### src/logic/fpd_pkg.sv
// package of constants for the fail-safe passivation and diagnostics block
package fpd_pkg;
  localparam int NUM_CH = 4;
  localparam int ADDR_W = 10;
  localparam int WD_W = 16;
  localparam logic [7:0] CODE_SHORT = 8'h01;
  localparam logic [7:0] CODE_CONFIG = 8'h10;
  localparam logic [7:0] CODE_COMM = 8'h13;
  localparam logic [7:0] CODE_DISCREP = 8'h19;
  localparam logic [7:0] CODE_SENSOR = 8'h1C;
  localparam logic [7:0] CODE_ADDR = 8'h1D;
  localparam logic [7:0] CODE_SERIOUS = 8'h1E;
  localparam logic [7:0] CODE_VERSION = 8'h1F;
  localparam logic [7:0] CODE_NONE = 8'h00;
  localparam logic [1:0] CH_NONE = 2'h0;
  localparam logic [WD_W-1:0] WD_MIN = 16'h000A;
  localparam logic [WD_W-1:0] WD_RST = 16'h0000;
  localparam logic [1:0] EVAL_OFF = 2'h0;
  localparam logic [1:0] EVAL_1OO1 = 2'h1;
  localparam logic [1:0] EVAL_1OO2 = 2'h2;
  localparam logic [1:0] EVAL_BAD = 2'h3;
  localparam logic [31:0] WB_ADDR_CTRL = 32'h0000_0000;
  localparam logic [31:0] WB_ADDR_CFG = 32'h0000_0004;
  localparam logic [31:0] WB_ADDR_STAT = 32'h0000_0008;
  localparam logic [31:0] WB_ADDR_SAFETY_WORD_A = 32'h0000_000C;
  localparam logic [31:0] WB_ADDR_WD = 32'h0000_0010;
  localparam logic [31:0] WB_ADDR_DATA = 32'h0000_0014;
  localparam logic [31:0] CFG_RST = 32'h0000_0000;
  localparam int CFG_ADDR_LSB = 0;
  localparam int CFG_EVAL01_LSB = 16;
  localparam int CFG_EVAL23_LSB = 18;
  localparam int CFG_VALID_BIT = 20;
  localparam int CTRL_REINT_BIT = 0;
  localparam int CTRL_ACK_BIT = 1;
  localparam int CTRL_ACKREQ_BIT = 2;
  typedef enum logic [1:0] {
    ST_PASSIVE = 2'b00,
    ST_WAIT_ACK = 2'b01,
    ST_ACTIVE = 2'b10,
    ST_DEAD = 2'b11
  } fpd_state_t;
endpackage : fpd_pkg

### src/logic/fpd_top.sv
// fail-safe passivation, diagnostic reporting and reintegration with a wishbone slave
`timescale 1ns/1ns
module fpd_top (
  // clock and reset
  input  wire logic                          MCLK_IN,
  input  wire logic                          SYS_RST_IN,
  // wishbone slave
  input  wire logic                          WB_CYC_IN,
  input  wire logic                          WB_STB_IN,
  input  wire logic                          WB_WE_IN,
  input  wire logic [31:0]                   WB_ADR_IN,
  input  wire logic [3:0]                    WB_SEL_IN,
  input  wire logic [31:0]                   WB_DAT_IN,
  output logic [31:0]                        WB_DAT_OUT,
  output logic                               WB_ACK_OUT,
  // process inputs and fault sources
  input  wire logic [fpd_pkg::NUM_CH-1:0]    CH_RAW_IN,
  input  wire logic [fpd_pkg::NUM_CH-1:0]    CH_SHORT_IN,
  input  wire logic [fpd_pkg::ADDR_W-1:0]    LOCAL_ADDR_IN,
  input  wire logic                          COMM_OK_IN,
  input  wire logic                          FW_MISMATCH_IN,
  input  wire logic                          INTERNAL_ERR_IN,
  input  wire logic                          SERIOUS_ERR_IN,
  // safety outputs
  output logic [fpd_pkg::NUM_CH-1:0]         CH_VALUE_OUT,
  output logic                               PASSIVE_OUT,
  output logic                               LINK_EN_OUT,
  output logic                               SAFETY_WORD_A_VALID_OUT,
  output logic [7:0]                         SAFETY_WORD_A_CODE_OUT,
  output logic [1:0]                         SAFETY_WORD_A_CHAN_OUT,
  output logic                               SAFETY_WORD_A_CHAN_SCOPE_OUT
);
  import fpd_pkg::*;

  typedef struct packed {
    fpd_state_t           state;
    logic [31:0]          cfg;
    logic [WD_W-1:0]      wd_time;
    logic [WD_W-1:0]      wd_cnt;
    logic                 ack_req;
    logic                 fault_seen;
    logic [7:0]           code;
    logic [1:0]           chan;
    logic                 chan_scope;
    logic                 safety_word_a_valid;
    logic [NUM_CH-1:0]    values;
    logic                 wb_ack;
    logic [31:0]          rdata;
  } fpd_regs_t;

  fpd_regs_t r_reg;
  fpd_regs_t r_next;

  logic              wb_req;
  logic              wr_ctrl;
  logic              reint_req;
  logic              ack_pulse;
  logic [1:0]        eval01;
  logic [1:0]        eval23;
  logic [NUM_CH-1:0] discrep;
  logic              wd_expired;
  logic              f_short;
  logic              f_config;
  logic              f_comm;
  logic              f_discrep;
  logic              f_sensor;
  logic              f_addr;
  logic              f_version;
  logic              any_fault;
  logic [7:0]        pick_code;
  logic [1:0]        pick_chan;
  logic              pick_scope;
  logic [31:0]       wd_merged;

  function automatic logic [1:0] first_bit(input logic [NUM_CH-1:0] v);
    logic [1:0] idx;
    idx = CH_NONE;
    for (int i = NUM_CH - 1; i >= 0; i--) begin
      if (v[i]) begin
        idx = 2'(i);
      end
    end
    return idx;
  endfunction : first_bit

  function automatic logic [31:0] merge(input logic [31:0] old, input logic [31:0] d, input logic [3:0] sel);
    logic [31:0] res;
    res = old;
    for (int b = 0; b < 4; b++) begin
      if (sel[b]) begin
        res[b*8 +: 8] = d[b*8 +: 8];
      end
    end
    return res;
  endfunction : merge

  assign wb_req = WB_CYC_IN && WB_STB_IN && !r_reg.wb_ack;
  assign wr_ctrl = wb_req && WB_WE_IN && (WB_ADR_IN == WB_ADDR_CTRL) && WB_SEL_IN[0];
  assign reint_req = wr_ctrl && WB_DAT_IN[CTRL_REINT_BIT];
  assign ack_pulse = wr_ctrl && WB_DAT_IN[CTRL_ACK_BIT];
  assign eval01 = r_reg.cfg[CFG_EVAL01_LSB +: 2];
  assign eval23 = r_reg.cfg[CFG_EVAL23_LSB +: 2];
  assign wd_merged = merge({16'h0000, r_reg.wd_time}, WB_DAT_IN, WB_SEL_IN);

  // two-channel pairs must agree
  assign discrep[0] = (eval01 == EVAL_1OO2) && (CH_RAW_IN[0] != CH_RAW_IN[1]);
  assign discrep[1] = 1'b0;
  assign discrep[2] = (eval23 == EVAL_1OO2) && (CH_RAW_IN[2] != CH_RAW_IN[3]);
  assign discrep[3] = 1'b0;

  assign wd_expired = (r_reg.wd_time < WD_MIN) || (r_reg.wd_cnt >= r_reg.wd_time);
  assign f_short = |CH_SHORT_IN || INTERNAL_ERR_IN;
  assign f_discrep = |discrep;
  assign f_config = !r_reg.cfg[CFG_VALID_BIT];
  assign f_comm = !COMM_OK_IN || wd_expired;
  assign f_sensor = (eval01 == EVAL_BAD) || (eval23 == EVAL_BAD);
  assign f_addr = LOCAL_ADDR_IN != r_reg.cfg[CFG_ADDR_LSB +: ADDR_W];
  assign f_version = FW_MISMATCH_IN;
  assign any_fault = f_short || f_discrep || f_config || f_comm || f_sensor || f_addr || f_version;

  // one diagnosis chosen by fixed priority
  always_comb begin
    pick_code = CODE_NONE;
    pick_chan = CH_NONE;
    pick_scope = 1'b0;
    if (f_version) begin
      pick_code = CODE_VERSION;
    end else if (f_sensor) begin
      pick_code = CODE_SENSOR;
    end else if (f_addr) begin
      pick_code = CODE_ADDR;
    end else if (f_config) begin
      pick_code = CODE_CONFIG;
    end else if (f_comm) begin
      pick_code = CODE_COMM;
    end else if (f_short) begin
      pick_code = CODE_SHORT;
      pick_chan = first_bit(CH_SHORT_IN);
      pick_scope = 1'b1;
    end else if (f_discrep) begin
      pick_code = CODE_DISCREP;
      pick_chan = first_bit(discrep);
      pick_scope = 1'b1;
    end
  end

  always_comb begin
    r_next = r_reg;
    r_next.wb_ack = wb_req;
    r_next.safety_word_a_valid = 1'b0;
    if (wb_req && WB_WE_IN) begin
      case (WB_ADR_IN)
        WB_ADDR_CFG: begin
          r_next.cfg = merge(r_reg.cfg, WB_DAT_IN, WB_SEL_IN);
        end
        WB_ADDR_WD: begin
          r_next.wd_time = wd_merged[WD_W-1:0];
        end
        WB_ADDR_CTRL: begin
          if (WB_SEL_IN[0]) begin
            r_next.ack_req = WB_DAT_IN[CTRL_ACKREQ_BIT];
          end
        end
        default: begin
        end
      endcase
    end
    // watchdog restarts on every good telegram
    if (!COMM_OK_IN || (wb_req && WB_WE_IN && (WB_ADR_IN == WB_ADDR_DATA))) begin
      r_next.wd_cnt = WD_RST;
    end else if (r_reg.wd_cnt != {WD_W{1'b1}}) begin
      r_next.wd_cnt = r_reg.wd_cnt + 16'h0001;
    end
    case (r_reg.state)
      ST_PASSIVE: begin
        if (reint_req && !any_fault) begin
          r_next.state = r_reg.ack_req ? ST_WAIT_ACK : ST_ACTIVE;
          r_next.fault_seen = 1'b0;
        end
      end
      ST_WAIT_ACK: begin
        if (any_fault) begin
          r_next.state = ST_PASSIVE;
        end else if (ack_pulse) begin
          r_next.state = ST_ACTIVE;
        end
      end
      ST_ACTIVE: begin
        if (any_fault) begin
          r_next.state = ST_PASSIVE;
        end
      end
      ST_DEAD: begin
        r_next.state = ST_DEAD;
      end
      default: begin
        r_next.state = ST_PASSIVE;
      end
    endcase
    // report once per passivation, unasked
    if (any_fault && !r_reg.fault_seen && r_reg.state != ST_DEAD) begin
      r_next.fault_seen = 1'b1;
      r_next.code = pick_code;
      r_next.chan = pick_chan;
      r_next.chan_scope = pick_scope;
      r_next.safety_word_a_valid = 1'b1;
    end
    if (SERIOUS_ERR_IN) begin
      r_next.state = ST_DEAD;
      r_next.safety_word_a_valid = 1'b0;
      r_next.code = CODE_SERIOUS;
    end
    r_next.values = (r_next.state == ST_ACTIVE) ? CH_RAW_IN : '0;
    r_next.rdata = 32'h0000_0000;
    if (wb_req && !WB_WE_IN) begin
      case (WB_ADR_IN)
        WB_ADDR_CTRL: begin
          r_next.rdata = {29'h0, r_reg.ack_req, 2'b00};
        end
        WB_ADDR_CFG: begin
          r_next.rdata = r_reg.cfg;
        end
        WB_ADDR_STAT: begin
          r_next.rdata = {24'h0, r_reg.state, f_comm, any_fault, 3'b000,
                          (r_reg.state != ST_ACTIVE)};
        end
        WB_ADDR_SAFETY_WORD_A: begin
          r_next.rdata = {21'h0, r_reg.chan_scope, r_reg.chan, r_reg.code};
        end
        WB_ADDR_WD: begin
          r_next.rdata = {16'h0, r_reg.wd_time};
        end
        WB_ADDR_DATA: begin
          r_next.rdata = {28'h0, r_reg.values};
        end
        default: begin
          r_next.rdata = 32'h0000_0000;
        end
      endcase
    end
  end

  always_ff @(posedge MCLK_IN or posedge SYS_RST_IN) begin
    if (SYS_RST_IN) begin
      r_reg <= '{state: ST_PASSIVE, cfg: CFG_RST, wd_time: WD_RST, wd_cnt: WD_RST,
                 ack_req: 1'b0, fault_seen: 1'b0, code: CODE_NONE, chan: CH_NONE,
                 chan_scope: 1'b0, safety_word_a_valid: 1'b0, values: '0, wb_ack: 1'b0,
                 rdata: 32'h0000_0000};
    end else begin
      r_reg <= r_next;
    end
  end

  assign WB_ACK_OUT = r_reg.wb_ack;
  assign WB_DAT_OUT = r_reg.rdata;
  assign CH_VALUE_OUT = r_reg.values;
  assign PASSIVE_OUT = r_reg.state != ST_ACTIVE;
  assign LINK_EN_OUT = r_reg.state != ST_DEAD;
  assign SAFETY_WORD_A_VALID_OUT = r_reg.safety_word_a_valid;
  assign SAFETY_WORD_A_CODE_OUT = r_reg.code;
  assign SAFETY_WORD_A_CHAN_OUT = r_reg.chan;
  assign SAFETY_WORD_A_CHAN_SCOPE_OUT = r_reg.chan_scope;

  property p_zero_when_passive;
    @(posedge MCLK_IN) disable iff (SYS_RST_IN) PASSIVE_OUT |-> CH_VALUE_OUT == '0;
  endproperty
  a_zero_when_passive: assert property (p_zero_when_passive) else $error("values not zero while passive");

  property p_fault_passivates;
    @(posedge MCLK_IN) disable iff (SYS_RST_IN) (r_reg.state == ST_ACTIVE && any_fault) |=> PASSIVE_OUT;
  endproperty
  a_fault_passivates: assert property (p_fault_passivates) else $error("fault did not passivate");

  property p_live_values;
    @(posedge MCLK_IN) disable iff (SYS_RST_IN) (r_next.state == ST_ACTIVE) |=> CH_VALUE_OUT == $past(CH_RAW_IN);
  endproperty
  a_live_values: assert property (p_live_values) else $error("live values missing when active");

  property p_dead_silent;
    @(posedge MCLK_IN) disable iff (SYS_RST_IN) $past(SERIOUS_ERR_IN) |-> !SAFETY_WORD_A_VALID_OUT && !LINK_EN_OUT;
  endproperty
  a_dead_silent: assert property (p_dead_silent) else $error("serious error left link or safety_word_a on");

  property p_safety_word_a_on_fault;
    @(posedge MCLK_IN) disable iff (SYS_RST_IN)
      (!SYS_RST_IN && any_fault && !r_reg.fault_seen && !SERIOUS_ERR_IN && r_reg.state != ST_DEAD) |=> SAFETY_WORD_A_VALID_OUT;
  endproperty
  a_safety_word_a_on_fault: assert property (p_safety_word_a_on_fault) else $error("fault not reported");

  property p_comm_code;
    @(posedge MCLK_IN) disable iff (SYS_RST_IN) SAFETY_WORD_A_VALID_OUT && SAFETY_WORD_A_CODE_OUT == CODE_COMM |-> !SAFETY_WORD_A_CHAN_SCOPE_OUT;
  endproperty
  a_comm_code: assert property (p_comm_code) else $error("comm error flagged as channel scope");

  property p_short_code;
    @(posedge MCLK_IN) disable iff (SYS_RST_IN) SAFETY_WORD_A_VALID_OUT && SAFETY_WORD_A_CHAN_SCOPE_OUT |->
      (SAFETY_WORD_A_CODE_OUT == CODE_SHORT || SAFETY_WORD_A_CODE_OUT == CODE_DISCREP);
  endproperty
  a_short_code: assert property (p_short_code) else $error("bad channel diagnostic code");

  property p_hold_passive;
    @(posedge MCLK_IN) disable iff (SYS_RST_IN) (PASSIVE_OUT && !reint_req && !ack_pulse) |=> PASSIVE_OUT;
  endproperty
  a_hold_passive: assert property (p_hold_passive) else $error("left passive without reintegration");

  property p_single_report;
    @(posedge MCLK_IN) disable iff (SYS_RST_IN) SAFETY_WORD_A_VALID_OUT |=> !SAFETY_WORD_A_VALID_OUT;
  endproperty
  a_single_report: assert property (p_single_report) else $error("diagnostic repeated");

  property p_clean_active;
    @(posedge MCLK_IN) disable iff (SYS_RST_IN) !PASSIVE_OUT |-> !$past(any_fault);
  endproperty
  a_clean_active: assert property (p_clean_active) else $error("active right after a fault");

  property p_report_passive;
    @(posedge MCLK_IN) disable iff (SYS_RST_IN) SAFETY_WORD_A_VALID_OUT |-> PASSIVE_OUT;
  endproperty
  a_report_passive: assert property (p_report_passive) else $error("report while not passive");

  property p_report_cause;
    @(posedge MCLK_IN) disable iff (SYS_RST_IN) SAFETY_WORD_A_VALID_OUT |-> $past(any_fault);
  endproperty
  a_report_cause: assert property (p_report_cause) else $error("report without a fault");

  property p_addr_passivates;
    @(posedge MCLK_IN) disable iff (SYS_RST_IN) (!PASSIVE_OUT && f_addr) |=> PASSIVE_OUT;
  endproperty
  a_addr_passivates: assert property (p_addr_passivates) else $error("address mismatch did not passivate");

  property p_serious_code;
    @(posedge MCLK_IN) disable iff (SYS_RST_IN) $past(SERIOUS_ERR_IN) |-> SAFETY_WORD_A_CODE_OUT == CODE_SERIOUS;
  endproperty
  a_serious_code: assert property (p_serious_code) else $error("serious error code missing");

  property p_dead_stays;
    @(posedge MCLK_IN) disable iff (SYS_RST_IN) !LINK_EN_OUT |=> !LINK_EN_OUT;
  endproperty
  a_dead_stays: assert property (p_dead_stays) else $error("link came back without reset");

  c_reint: cover property (@(posedge MCLK_IN) disable iff (SYS_RST_IN) PASSIVE_OUT ##1 !PASSIVE_OUT);
  c_wait_ack: cover property (@(posedge MCLK_IN) disable iff (SYS_RST_IN) r_reg.state == ST_WAIT_ACK ##1 !PASSIVE_OUT);
  c_discrep: cover property (@(posedge MCLK_IN) disable iff (SYS_RST_IN) SAFETY_WORD_A_VALID_OUT && SAFETY_WORD_A_CODE_OUT == CODE_DISCREP);
  c_dead: cover property (@(posedge MCLK_IN) disable iff (SYS_RST_IN) !LINK_EN_OUT);
endmodule : fpd_top

### config.mk
export PLATFORM = sky130hd
export DESIGN_NAME = fpd_top
export DESIGN_NICKNAME = d
export VERILOG_FILES = /design/src/logic/fpd_pkg.sv /design/src/logic/fpd_top.sv
export SDC_FILE = /design/constraint.sdc
export NUM_CORES = 1
export LEC_CHECK = 0
export ABC_AREA = 1
export ABC_CLOCK_PERIOD_IN_PS = 10900
export BUFFER_PORTS_ARGS = -buffer_cell sky130_fd_sc_hd__buf_2
export CORE_MARGIN = 2
export CORE_UTILIZATION = 55
export DETAILED_ROUTE_END_ITERATION = 16
export GPL_TIMING_DRIVEN = 0
export PLACE_DENSITY = 0.81
export SETUP_SLACK_MARGIN = 0.4
export SLEW_MARGIN = 0
export SYNTH_ARGS = -nofsm -noshare
export SYNTH_HDL_FRONTEND = slang
export SYNTH_SLANG_ARGS = --single-unit
### constraint.sdc
create_clock -name MCLK_IN -period 10.9 [get_ports MCLK_IN]
set_clock_uncertainty 0.1 [all_clocks]
set_input_delay 2.18 -clock MCLK_IN [delete_from_list [all_inputs] [get_ports MCLK_IN]]
set_output_delay 2.18 -clock MCLK_IN [all_outputs]
set_load 0.02 [all_outputs]
==> results of run 1 <==
==> per-layer routing <==
metal / global-route usage (%) / part of all wire (%)
met4: 10.67 / 2.5
met3: 7.407 / 9.2
met2: 43.65 / 47
met5: 0 / 0
met1: 32.61 / 41
==> through the flow <==
stage                     utilization, %  worst slack (ns)  instance area, sq um  cells
final                              71.21             7.317                  7754   1061
after global placement             65.04             4.377                  7082   1028
after floorplan                        -             5.604                  6196    746
after detailed placement           65.32             6.834                  7112   1029
after global routing               71.21             7.176                  7754   1061
after CTS                          71.21             7.320                  7754   1061
==> cell usage in the layout (no fill, tap or decap), drive strengths merged, types with 4 or more instances in the layout <==
cell,n
a21oi,29
o22ai,7
clkbuf,23
a221oi,5
nand4,8
nand3,25
clkinvlp,4
mux2,16
ha,17
clkinv,4
bufinv,5
inv,109
nand2,161
buf,196
nor2,102
o21ai,50
dfrtp,114
nor3,18
==> power by group through the flow <==
stage | clock network [mW] | logic (mW) | registers [mW]
finish | 0.598 | 0.0631 | 0.429
global route | 0.621 | 0.0720 | 0.429
CTS | 0.601 | 0.0638 | 0.429
detailed placement | 0 | 0.0631 | 0.436
global placement | 0 | 0.0605 | 0.436
floorplan | 0 | 0.0327 | 0.436
==> logic make-up after synthesis <==
family | count (synthesis) | share of synthesized area, %
simple gates | 322 | 24.02
mux | 16 | 2.911
xor+xnor | 4 | 0.5662
other cells | 1 | 0.06060
flops | 114 | 46.10
buf+inv | 166 | 13.20
compound gates | 104 | 9.705
fa+ha+maj | 17 | 3.437
==> worst max-delay path by stage <==
stage	from	to	slack [ns]	depth (start not counted)
after floorplan	SYS_RST_IN	CH_VALUE_OUT[0]$_DFF_PP0_	5.60	1
after global placement	SYS_RST_IN	r_reg[85]$_DFFE_PP0P_	4.38	2
after detailed placement	WB_ADR_IN[15]	WB_DAT_OUT[3]$_DFF_PP0_	6.83	13
after CTS	r_reg[116]$_DFF_PP0_	PASSIVE_OUT	7.32	4
after global routing	WB_ADR_IN[15]	WB_DAT_OUT[3]$_DFF_PP0_	7.18	13
final	r_reg[116]$_DFF_PP0_	PASSIVE_OUT	7.32	4
==> worst max-delay path, cell delays in order (launching register included) <==
cell,delay (ns)
dfrtp_1,0.41
inv_1,0.08
nor2_1,0.04
inv_1,0.09
buf_2,0.17
==> layout make-up <==
| class | instances | area, sq um |
|---|---|---|
| sequential | 114 | 2853 |
| tap | 140 | 175.2 |
| inverter | 110 | 419.2 |
| timing repair buffer | 143 | 738.2 |
| multi-input combinational | 466 | 2526 |
| clock buffer | 20 | 435.4 |
| fill | 826 | 3134 |
| buffer | 56 | 400.4 |
| clock inverter | 12 | 206.4 |
==> flow_metrics.tcl, run 1 <==
set metrics [dict create \
    hp-start "r_reg[113]$_DFFE_PP0P_" \
    arrival_ns 1.30 \
    path_max_fanout 4 \
    yosys-top-cells-area "dfrtp_1 46%, nand2_1 9.0%, inv_1 6.3%" \
    grt_start_max_net_pins 70 \
    core_sq_um 10890 \
    rows 38 \
    p_seq_share_pct 39.3 \
    ys_seq_elements 114 \
    maxCapViolations 0 \
    drc 0 \
    dp_hpwl_mm 11.45 \
    final.setup.tns_ns 0 \
    start_util_pct 56.84 \
    syn_area_sq_um 6188 \
    port_buffers 142 \
    track_usage_pct 26.38 \
    synth_cells 744 \
    yosys_warnings 0 \
    synth_top_area_share_pct 46.10 \
    rsz0062_at_grt "false" \
    die_area_sq_um 12120 \
    worst_slew_pin_slew_ns 0.7925 \
    critPathKind "register to output port" \
    numCtsBuffers 17 \
    switching_share_pct 21.83 \
    min_path_cells 1 \
    via_per_inst 5.140 \
    seq_area_frac_synth_pct 46.10 \
    grt_first_pass_wirelength_mm 24.05 \
    syn_area_per_cell_sq_um 8.318 \
    end_kind "output port" \
    worst_skew_pair.late_latency_ns 0.52 \
    detail_route.wl_per_cell_microns 14.51 \
    r2r_end "SAFETY_WORD_A_CODE_OUT[4]$_DFFE_PP0P_" \
    r2r-start "r_reg[82]$_DFFE_PP0P_" \
    die_w_microns 110.1 \
    setup_violations 0 \
    p_comb_share_pct 5.8 \
    hold_viol_final 0 \
    largest_reg_flops 64 \
    hold_path_class "register to register" \
    place_congestion 0.8657 \
    detail-route-antenna-nets 0 \
    grt_pass1_vias 5172 \
    num_vias 5454 \
    power.leakage_nw 4.018 \
    whs_ns 0.3883 \
    synth_most_common_cell "nand2_1" \
    crit_required_ns 8.62 \
    overflow 0 \
    drive_above_1_share_pct 29.64 \
    crit_path_start_kind "register" \
    slew_headroom_pct 46.73 \
    fmax_mhz 279.1 \
    power_density_nw_per_um2 140.6 \
    r2r_slack_ns 8.42 \
    cts_hold_buf 0 \
    syn_to_final_growth_pct 25.29 \
    run_status "completed" \
    ys_top_cells_by_count "148 x nand2_1, 114 x dfrtp_1, 104 x inv_1" \
    postRouteWirelength_mm 15.40 \
    layout_worst_path_cycle_share_pct 32.87 \
    synth-edff-count 0 \
    clkSinkCount 114 \
    die_h_microns 110.1 \
    async_reset_ff_share_pct 100.0 \
    ff2ff_path_depth 14 \
    drt-pass1-iter-count 6 \
    holdPathEnd "r_reg[113]$_DFFE_PP0P_" \
    cts_buffer_depth 2 \
    antenna_found_initial 0 \
    cts_resized 0 \
    root_buffer "clkbuf_8" \
    p_sw_uw 238.0 \
    cts_tree "yes" \
    drtIter0Drc 385 \
    io_pins 146 \
    fin_total_pwr_mw 1.090 \
    final_max_slew_viol_count 0 \
    clock_power_share_pct 54.9 \
    h-tree-depth 4 \
    irDropWorstVdd_v 0.0001131 \
    internal_power_uw 852.3 \
    cts.clk_slew.worst_paths_ns 0.06 \
    cts_setup_buffers 0 \
    synth_ff_type "dfrtp_1" \
    n_antenna_cell 0 \
    ys_types 48 \
    synth_area_leader_cell "dfrtp_1" \
    period_needed_ns 3.583 \
    final_nets 1020 \
]
Note: power is estimated with default switching activity, not from simulation.
==> run 2: changes to the inputs <==
ABC_AREA = 0   (was 1)
ABC_CLOCK_PERIOD_IN_PS = 3500   (was 10900)
CORE_UTILIZATION = 54   (was 55)
clock period = 3.5 ns   (was 10.9 ns; I/O delays follow)
==> flow_metrics.tcl, run 2 <==
set metrics [dict create \
    run_status "completed" \
    die_area_sq_um 11640 \
    grt_first_pass_wirelength_mm 23.93 \
    synth_most_common_cell "dfrtp_1" \
    syn_to_final_growth_pct 26.68 \
    core_sq_um 10420 \
    grt_start_max_net_pins 46 \
    worst_slew_pin_slew_ns 1.009 \
    path_max_fanout 9 \
    syn_area_per_cell_sq_um 10.82 \
    power.leakage_nw 3.775 \
    power_density_nw_per_um2 435.7 \
    period_needed_ns 2.964 \
    yosys_warnings 0 \
    rows 37 \
    track_usage_pct 27.40 \
    clkSinkCount 114 \
    root_buffer "clkbuf_8" \
    die_h_microns 107.9 \
    cts_hold_buf 0 \
    h-tree-depth 4 \
    cts_buffer_depth 2 \
    drive_above_1_share_pct 35.52 \
    fmax_mhz 337.4 \
    dp_hpwl_mm 10.97 \
    drc 0 \
    rsz0062_at_grt "false" \
    ys_seq_elements 114 \
    clock_power_share_pct 52.3 \
    numCtsBuffers 17 \
    detail-route-antenna-nets 0 \
    drt-pass1-iter-count 6 \
    final_common_cell "buf_2" \
    detail_route.wl_per_cell_microns 17.35 \
    p_sw_uw 684.3 \
    slew_headroom_pct 32.12 \
    syn_area_sq_um 5829 \
    mostFrequentLayoutCells "142 x buf_2, 114 x dfrtp_1, 51 x nor2_1, 49 x buf_4, 32 x mux2_1" \
    hold_path_class "input port to async pin" \
    ys_top_cells_by_count "114 x dfrtp_1, 51 x nor2_1, 46 x buf_4" \
    maxCapViolations 0 \
    irDropWorstVdd_v 0.0002631 \
    via_per_inst 5.533 \
    antenna_found_initial 1 \
    yosys-top-cells-area "dfrtp_1 49%, mux2_1 6.2%, buf_4 5.9%" \
    die_w_microns 107.9 \
    io_pins 146 \
    drtIter0Drc 473 \
    ys_types 61 \
    async_reset_ff_share_pct 100.0 \
    synth_area_leader_cell "dfrtp_1" \
    multi_input_area_sq_um 2501 \
    n_antenna_cell 0 \
    num_vias 4709 \
    final_nets 817 \
    pre_cts_slack_ns -0.01408 \
    final_util_pct 70.89 \
    worst_skew_pair.late_latency_ns 0.53 \
    crit_path_start_kind "register" \
    end_kind "register" \
    overflow 0 \
    seq_area_frac_synth_pct 48.94 \
    crit_required_ns 3.86 \
    start_util_pct 55.96 \
    postRouteWirelength_mm 14.76 \
    switching_share_pct 21.27 \
    final.setup.tns_ns 0 \
    cts_tree "yes" \
    final_max_slew_viol_count 0 \
    setup_violations 0 \
    port_buffers 140 \
    fin_total_pwr_mw 3.217 \
    hold_viol_final 0 \
    grt_pass1_vias 4851 \
    p_comb_share_pct 6.2 \
    arrival_ns 3.33 \
    place_congestion 0.9233 \
    p_seq_share_pct 41.5 \
    synth_cells 539 \
    cts.clk_slew.worst_paths_ns 0.05 \
    largest_reg_flops 64 \
    layout_worst_path_cycle_share_pct 84.69 \
    worst_slack_ns 0.5359 \
    synth_ff_type "dfrtp_1" \
    n_fill_cell 750 \
    internal_power_mw 2.533 \
    synth_top_area_share_pct 48.94 \
    seq_area_sq_um 2853 \
    synth-edff-count 0 \
    critPathKind "register to register" \
]
-- run 2: cell types whose count changed after synthesis, sizes merged, moves of 7 or more --
cell / previous run / this run
a21oi: 29 / 17
a222oi: 0 / 8
and2: 0 / 20
inv: 109 / 26
mux2: 16 / 50
nand2: 161 / 20
nand3: 25 / 16
nor2: 102 / 52
nor3: 18 / 10
nor4: 3 / 16
o21ai: 50 / 11
o22ai: 7 / 0
xor2: 1 / 21
-- run 2: area by class of cell --
cell class	instances	area share [%]
clock buffers	23	6.320
well taps	136	2.304
multi-input cells	341	33.87
flip-flops and latches	114	38.63
repair buffers	145	10.34
clock inverters	6	1.423
inverters	26	1.372
plain buffers	60	5.744
-- run 2: worst paths after layout --
| kind | startpoint | to | slack (ns) | cells after the start |
|---|---|---|---|---|
| setup reg to reg | r_reg[51]$_DFFE_PP0P_ | r_reg[115]$_DFF_PP0_ | 0.54 | 10 |
| max in group asynchronous | SYS_RST_IN | WB_DAT_OUT[17]$_DFF_PP0_ | 2.46 | 3 |
| hold / removal | SYS_RST_IN | r_reg[56]$_DFFE_PP0P_ | 0.19 | 2 |
| min in group MCLK_IN | WB_DAT_IN[26] | r_reg[109]$_DFFE_PP0P_ | 0.29 | 2 |
| hold reg to reg | r_reg[106]$_DFFE_PP0P_ | WB_DAT_OUT[23]$_DFF_PP0_ | 0.37 | 1 |
| setup / recovery | r_reg[51]$_DFFE_PP0P_ | r_reg[115]$_DFF_PP0_ | 0.54 | 10 |
-- run 2: logic make-up (layout without fill, tap and decap cells) --
family          Yosys count  in the layout  share of synthesized area (%)
compound gates           71             71                          8.779
fa+ha+maj                17             17                          3.649
mux                      53             53                          10.17
other cells               1              3                        0.06433
flops                   114            114                          48.94
xor+xnor                 25             25                          3.756
simple gates            172            172                          15.80
buf+inv                  86            260                          8.843
-- run 2: per-layer routing --
| layer | global-route usage [%] | routed length, microns | vias to the layer above |
|---|---|---|---|
| met5 | 0 | 11 | - |
| met4 | 9.615 | 347 | 2 |
| met3 | 8.898 | 859 | 40 |
| met2 | 46.50 | 7644 | 166 |
| met1 | 32.82 | 5899 | 2306 |
| li1 | - | - | 2195 |
-- run 2: per-stage QoR --
stage          instances  hold WS, ns  cell area (sq um)
6_report             851       0.1888               7385
2_1_floorplan        541       0.3474               5841
3_3_place_gp         817       0.3525               6711
4_1_cts              848       0.1835               7323
5_1_grt              851       0.2103               7385
3_5_place_dp         819       0.3629               6751
-- run 2: critical path, stage by stage (launching register included) --
cell and delay, ns:
dfrtp_1 0.37, inv_1 0.08, ha_1 0.29, nand2b_1 0.18
a2111oi_4 0.31, nor3_1 0.11, o31a_1 0.39, or4_4 0.56
buf_6 0.16, a311o_1 0.28, nand2_1 0.07
-- run 2: repair_timing --
| action | in CTS | in global routing |
|---|---|---|
| setup endpoints to repair | 0 | 27 |
| gates resized for setup | 0 | 8 |
| setup buffers | 0 | 3 |
-- run 2: power groups by stage --
stage / Clock [mW] / Combinational, mW / Sequential [mW]
4_1_cts: 1.71 / 0.189 / 1.33
6_report: 1.68 / 0.199 / 1.33
3_5_place_dp: 0 / 0.187 / 1.36
5_1_grt: 1.77 / 0.219 / 1.33
3_3_place_gp: 0 / 0.176 / 1.36
2_1_floorplan: 0 / 0.0870 / 1.36
==> run 3: changes to the inputs <==
ABC_AREA = 1   (was 0)
ABC_CLOCK_PERIOD_IN_PS = 2900   (was 3500)
PLACE_DENSITY = 0.8   (was 0.81)
clock period = 2.9 ns   (was 3.5 ns; I/O delays follow)
==> flow_metrics.tcl, run 3 (synthesized netlist as in run 1, its figures left out) <==
set metrics [dict create \
    irDropWorstVdd_v 0.0004495 \
    crit_required_ns 3.11 \
    rows 39 \
    final_util_pct 68.95 \
    worst_slew_pin_slew_ns 0.7931 \
    die_area_sq_um 12330 \
    cpMaxStageDelayCell "dfrtp_1" \
    r2r_slack_ns 0.50 \
    core_sq_um 11320 \
    die_w_microns 111.1 \
    setup_violations 0 \
    postRouteWirelength_mm 15.95 \
    path_max_fanout 7 \
    critPathBufInv 1 \
    cp.depth 17 \
    dp_hpwl_mm 11.62 \
    num_vias 5580 \
    port_buffers 142 \
    drc 0 \
    r2r-start "r_reg[68]$_DFFE_PP0P_" \
    io_pins 146 \
    drive_above_1_share_pct 31.89 \
    grt_first_pass_wirelength_mm 25.43 \
    cts_buffer_depth 2 \
    hold_path_class "input port to async pin" \
    numCtsBuffers 17 \
    root_buffer "clkbuf_16" \
    end_kind "register" \
    track_usage_pct 26.19 \
    rsz0062_at_grt "false" \
    ff2ff_path_depth 17 \
    period_needed_ns 2.403 \
    final_max_slew_viol_count 0 \
    worst_skew_pair.late_latency_ns 0.42 \
    crit_start "r_reg[68]$_DFFE_PP0P_" \
    syn_to_final_growth_pct 26.14 \
    hold_viol_final 0 \
    max_stage_delay_ns 0.38 \
    clkSinkCount 114 \
    arrival_ns 2.61 \
    fmax_mhz 416.2 \
    crit_family "simple AND/OR/NAND/NOR gates" \
    crit_top_cell "nand2_1" \
    h-tree-depth 4 \
    final_nets 1024 \
    crit_path_start_kind "register" \
    mostFrequentLayoutCells "147 x buf_2, 145 x nand2_1, 112 x dfrtp_1, 100 x inv_1, 87 x nor2_1" \
    detail_route.wl_per_cell_microns 14.93 \
    power.leakage_nw 4.014 \
    start_util_pct 54.66 \
    die_h_microns 111.1 \
    path_cells "inv_1, ha_4, nand2_1, nor2_1, nor2_1, nand2_1, nand2_1, nand2_1, nand2_1, nand2_2, nand2_2, nand3_4, nor2_4, nor2_4, nand2_2, nor2_1, nor2_1" \
    cts_hold_buf 0 \
    maxCapViolations 0 \
    cts.clk_slew.worst_paths_ns 0.06 \
    detail-route-antenna-nets 0 \
    place_congestion 0.8968 \
    grt_start_max_net_pins 42 \
    critPathKind "register to register" \
    cts_tree "yes" \
    drtIter0Drc 354 \
    final.setup.tns_ns 0 \
    antenna_found_initial 0 \
    overflow 0 \
    n_antenna_cell 0 \
    final_common_cell "buf_2" \
    drt-pass1-iter-count 6 \
    grt_pass1_vias 5346 \
    via_per_inst 5.225 \
    slew_headroom_pct 47.02 \
    largest_reg_flops 64 \
    power_density_nw_per_um2 497.1 \
    run_status "completed" \
    layout_worst_path_cycle_share_pct 82.86 \
]
## run 3: changes by cell type in the layout (fill, tap and decap cells not counted), sizes merged, moves of 9 or more
cell / delta
nand2: +141
inv: +90
xor2: -20
o21ai: +39
mux2: -34
nand3: +9
clkbuf: -12
nor4: -13
and2: -20
nor2: +50
a21oi: +12
## run 3: stage by stage
stage | power (mW) | hold WS, ns | area, sq um | setup slack, ns | std cells
3_3_place_gp | 1.869 | 0.3667 | 7089 | 0.1213 | 1031
2_1_floorplan | 1.762 | 0.3530 | 6200 | 0.8346 | 746
4_1_cts | 3.875 | 0.2226 | 7706 | 0.4296 | 1065
3_5_place_dp | 1.879 | 0.3827 | 7129 | 0.3681 | 1033
6_report | 3.880 | 0.1982 | 7806 | 0.4972 | 1068
5_1_grt | 3.989 | 0.2634 | 7806 | 0.3697 | 1068
## run 3: area by class of cell
type / count / area [sq um]
inverter: 110 / 420.4
buffer: 56 / 400.4
multi-input combinational: 466 / 2605
timing repair buffer: 147 / 773.2
clock buffer: 17 / 425.4
sequential: 114 / 2855
tap: 143 / 178.9
clock inverter: 15 / 147.6
fill: 842 / 3515
## run 3: power by group
| group | total [mW] | leakage, nW | switching (mW) | internal [mW] |
|---|---|---|---|---|
| clock | 2.02 | 0.274 | 0.819 | 1.20 |
| combinational | 0.250 | 2.19 | 0.150 | 0.0998 |
| sequential | 1.61 | 1.55 | 0.0113 | 1.60 |
| total | 3.88 | 4.01 | 0.980 | 2.90 |
## run 3: worst paths after layout
path / endpoint
worst max register to register: SAFETY_WORD_A_CODE_OUT[1]$_DFFE_PP0P_
worst min-delay path: eval01[1]$_DFFE_PP0P_
worst max-delay path: SAFETY_WORD_A_CODE_OUT[1]$_DFFE_PP0P_
max in group asynchronous: r_reg[54]$_DFFE_PP0P_
worst min register to register: r_reg[75]$_DFFE_PP0P_
min in group MCLK_IN: r_reg[109]$_DFFE_PP0P_
## run 3: routing by layer
metal	share of wire, %	GRT usage, %	vias to the layer above
met5	0	0	-
met4	3.9	13.58	0
met3	7.0	4.921	50
met2	49	44.01	240
met1	41	32.35	2612
li1	-	-	2678
## run 3: what timing repair did
action | CTS | global route
setup buffers | 0 | 3
pin swaps | 0 | 6
gates resized for setup | 1 | 19
setup endpoints to repair | 2 | 13
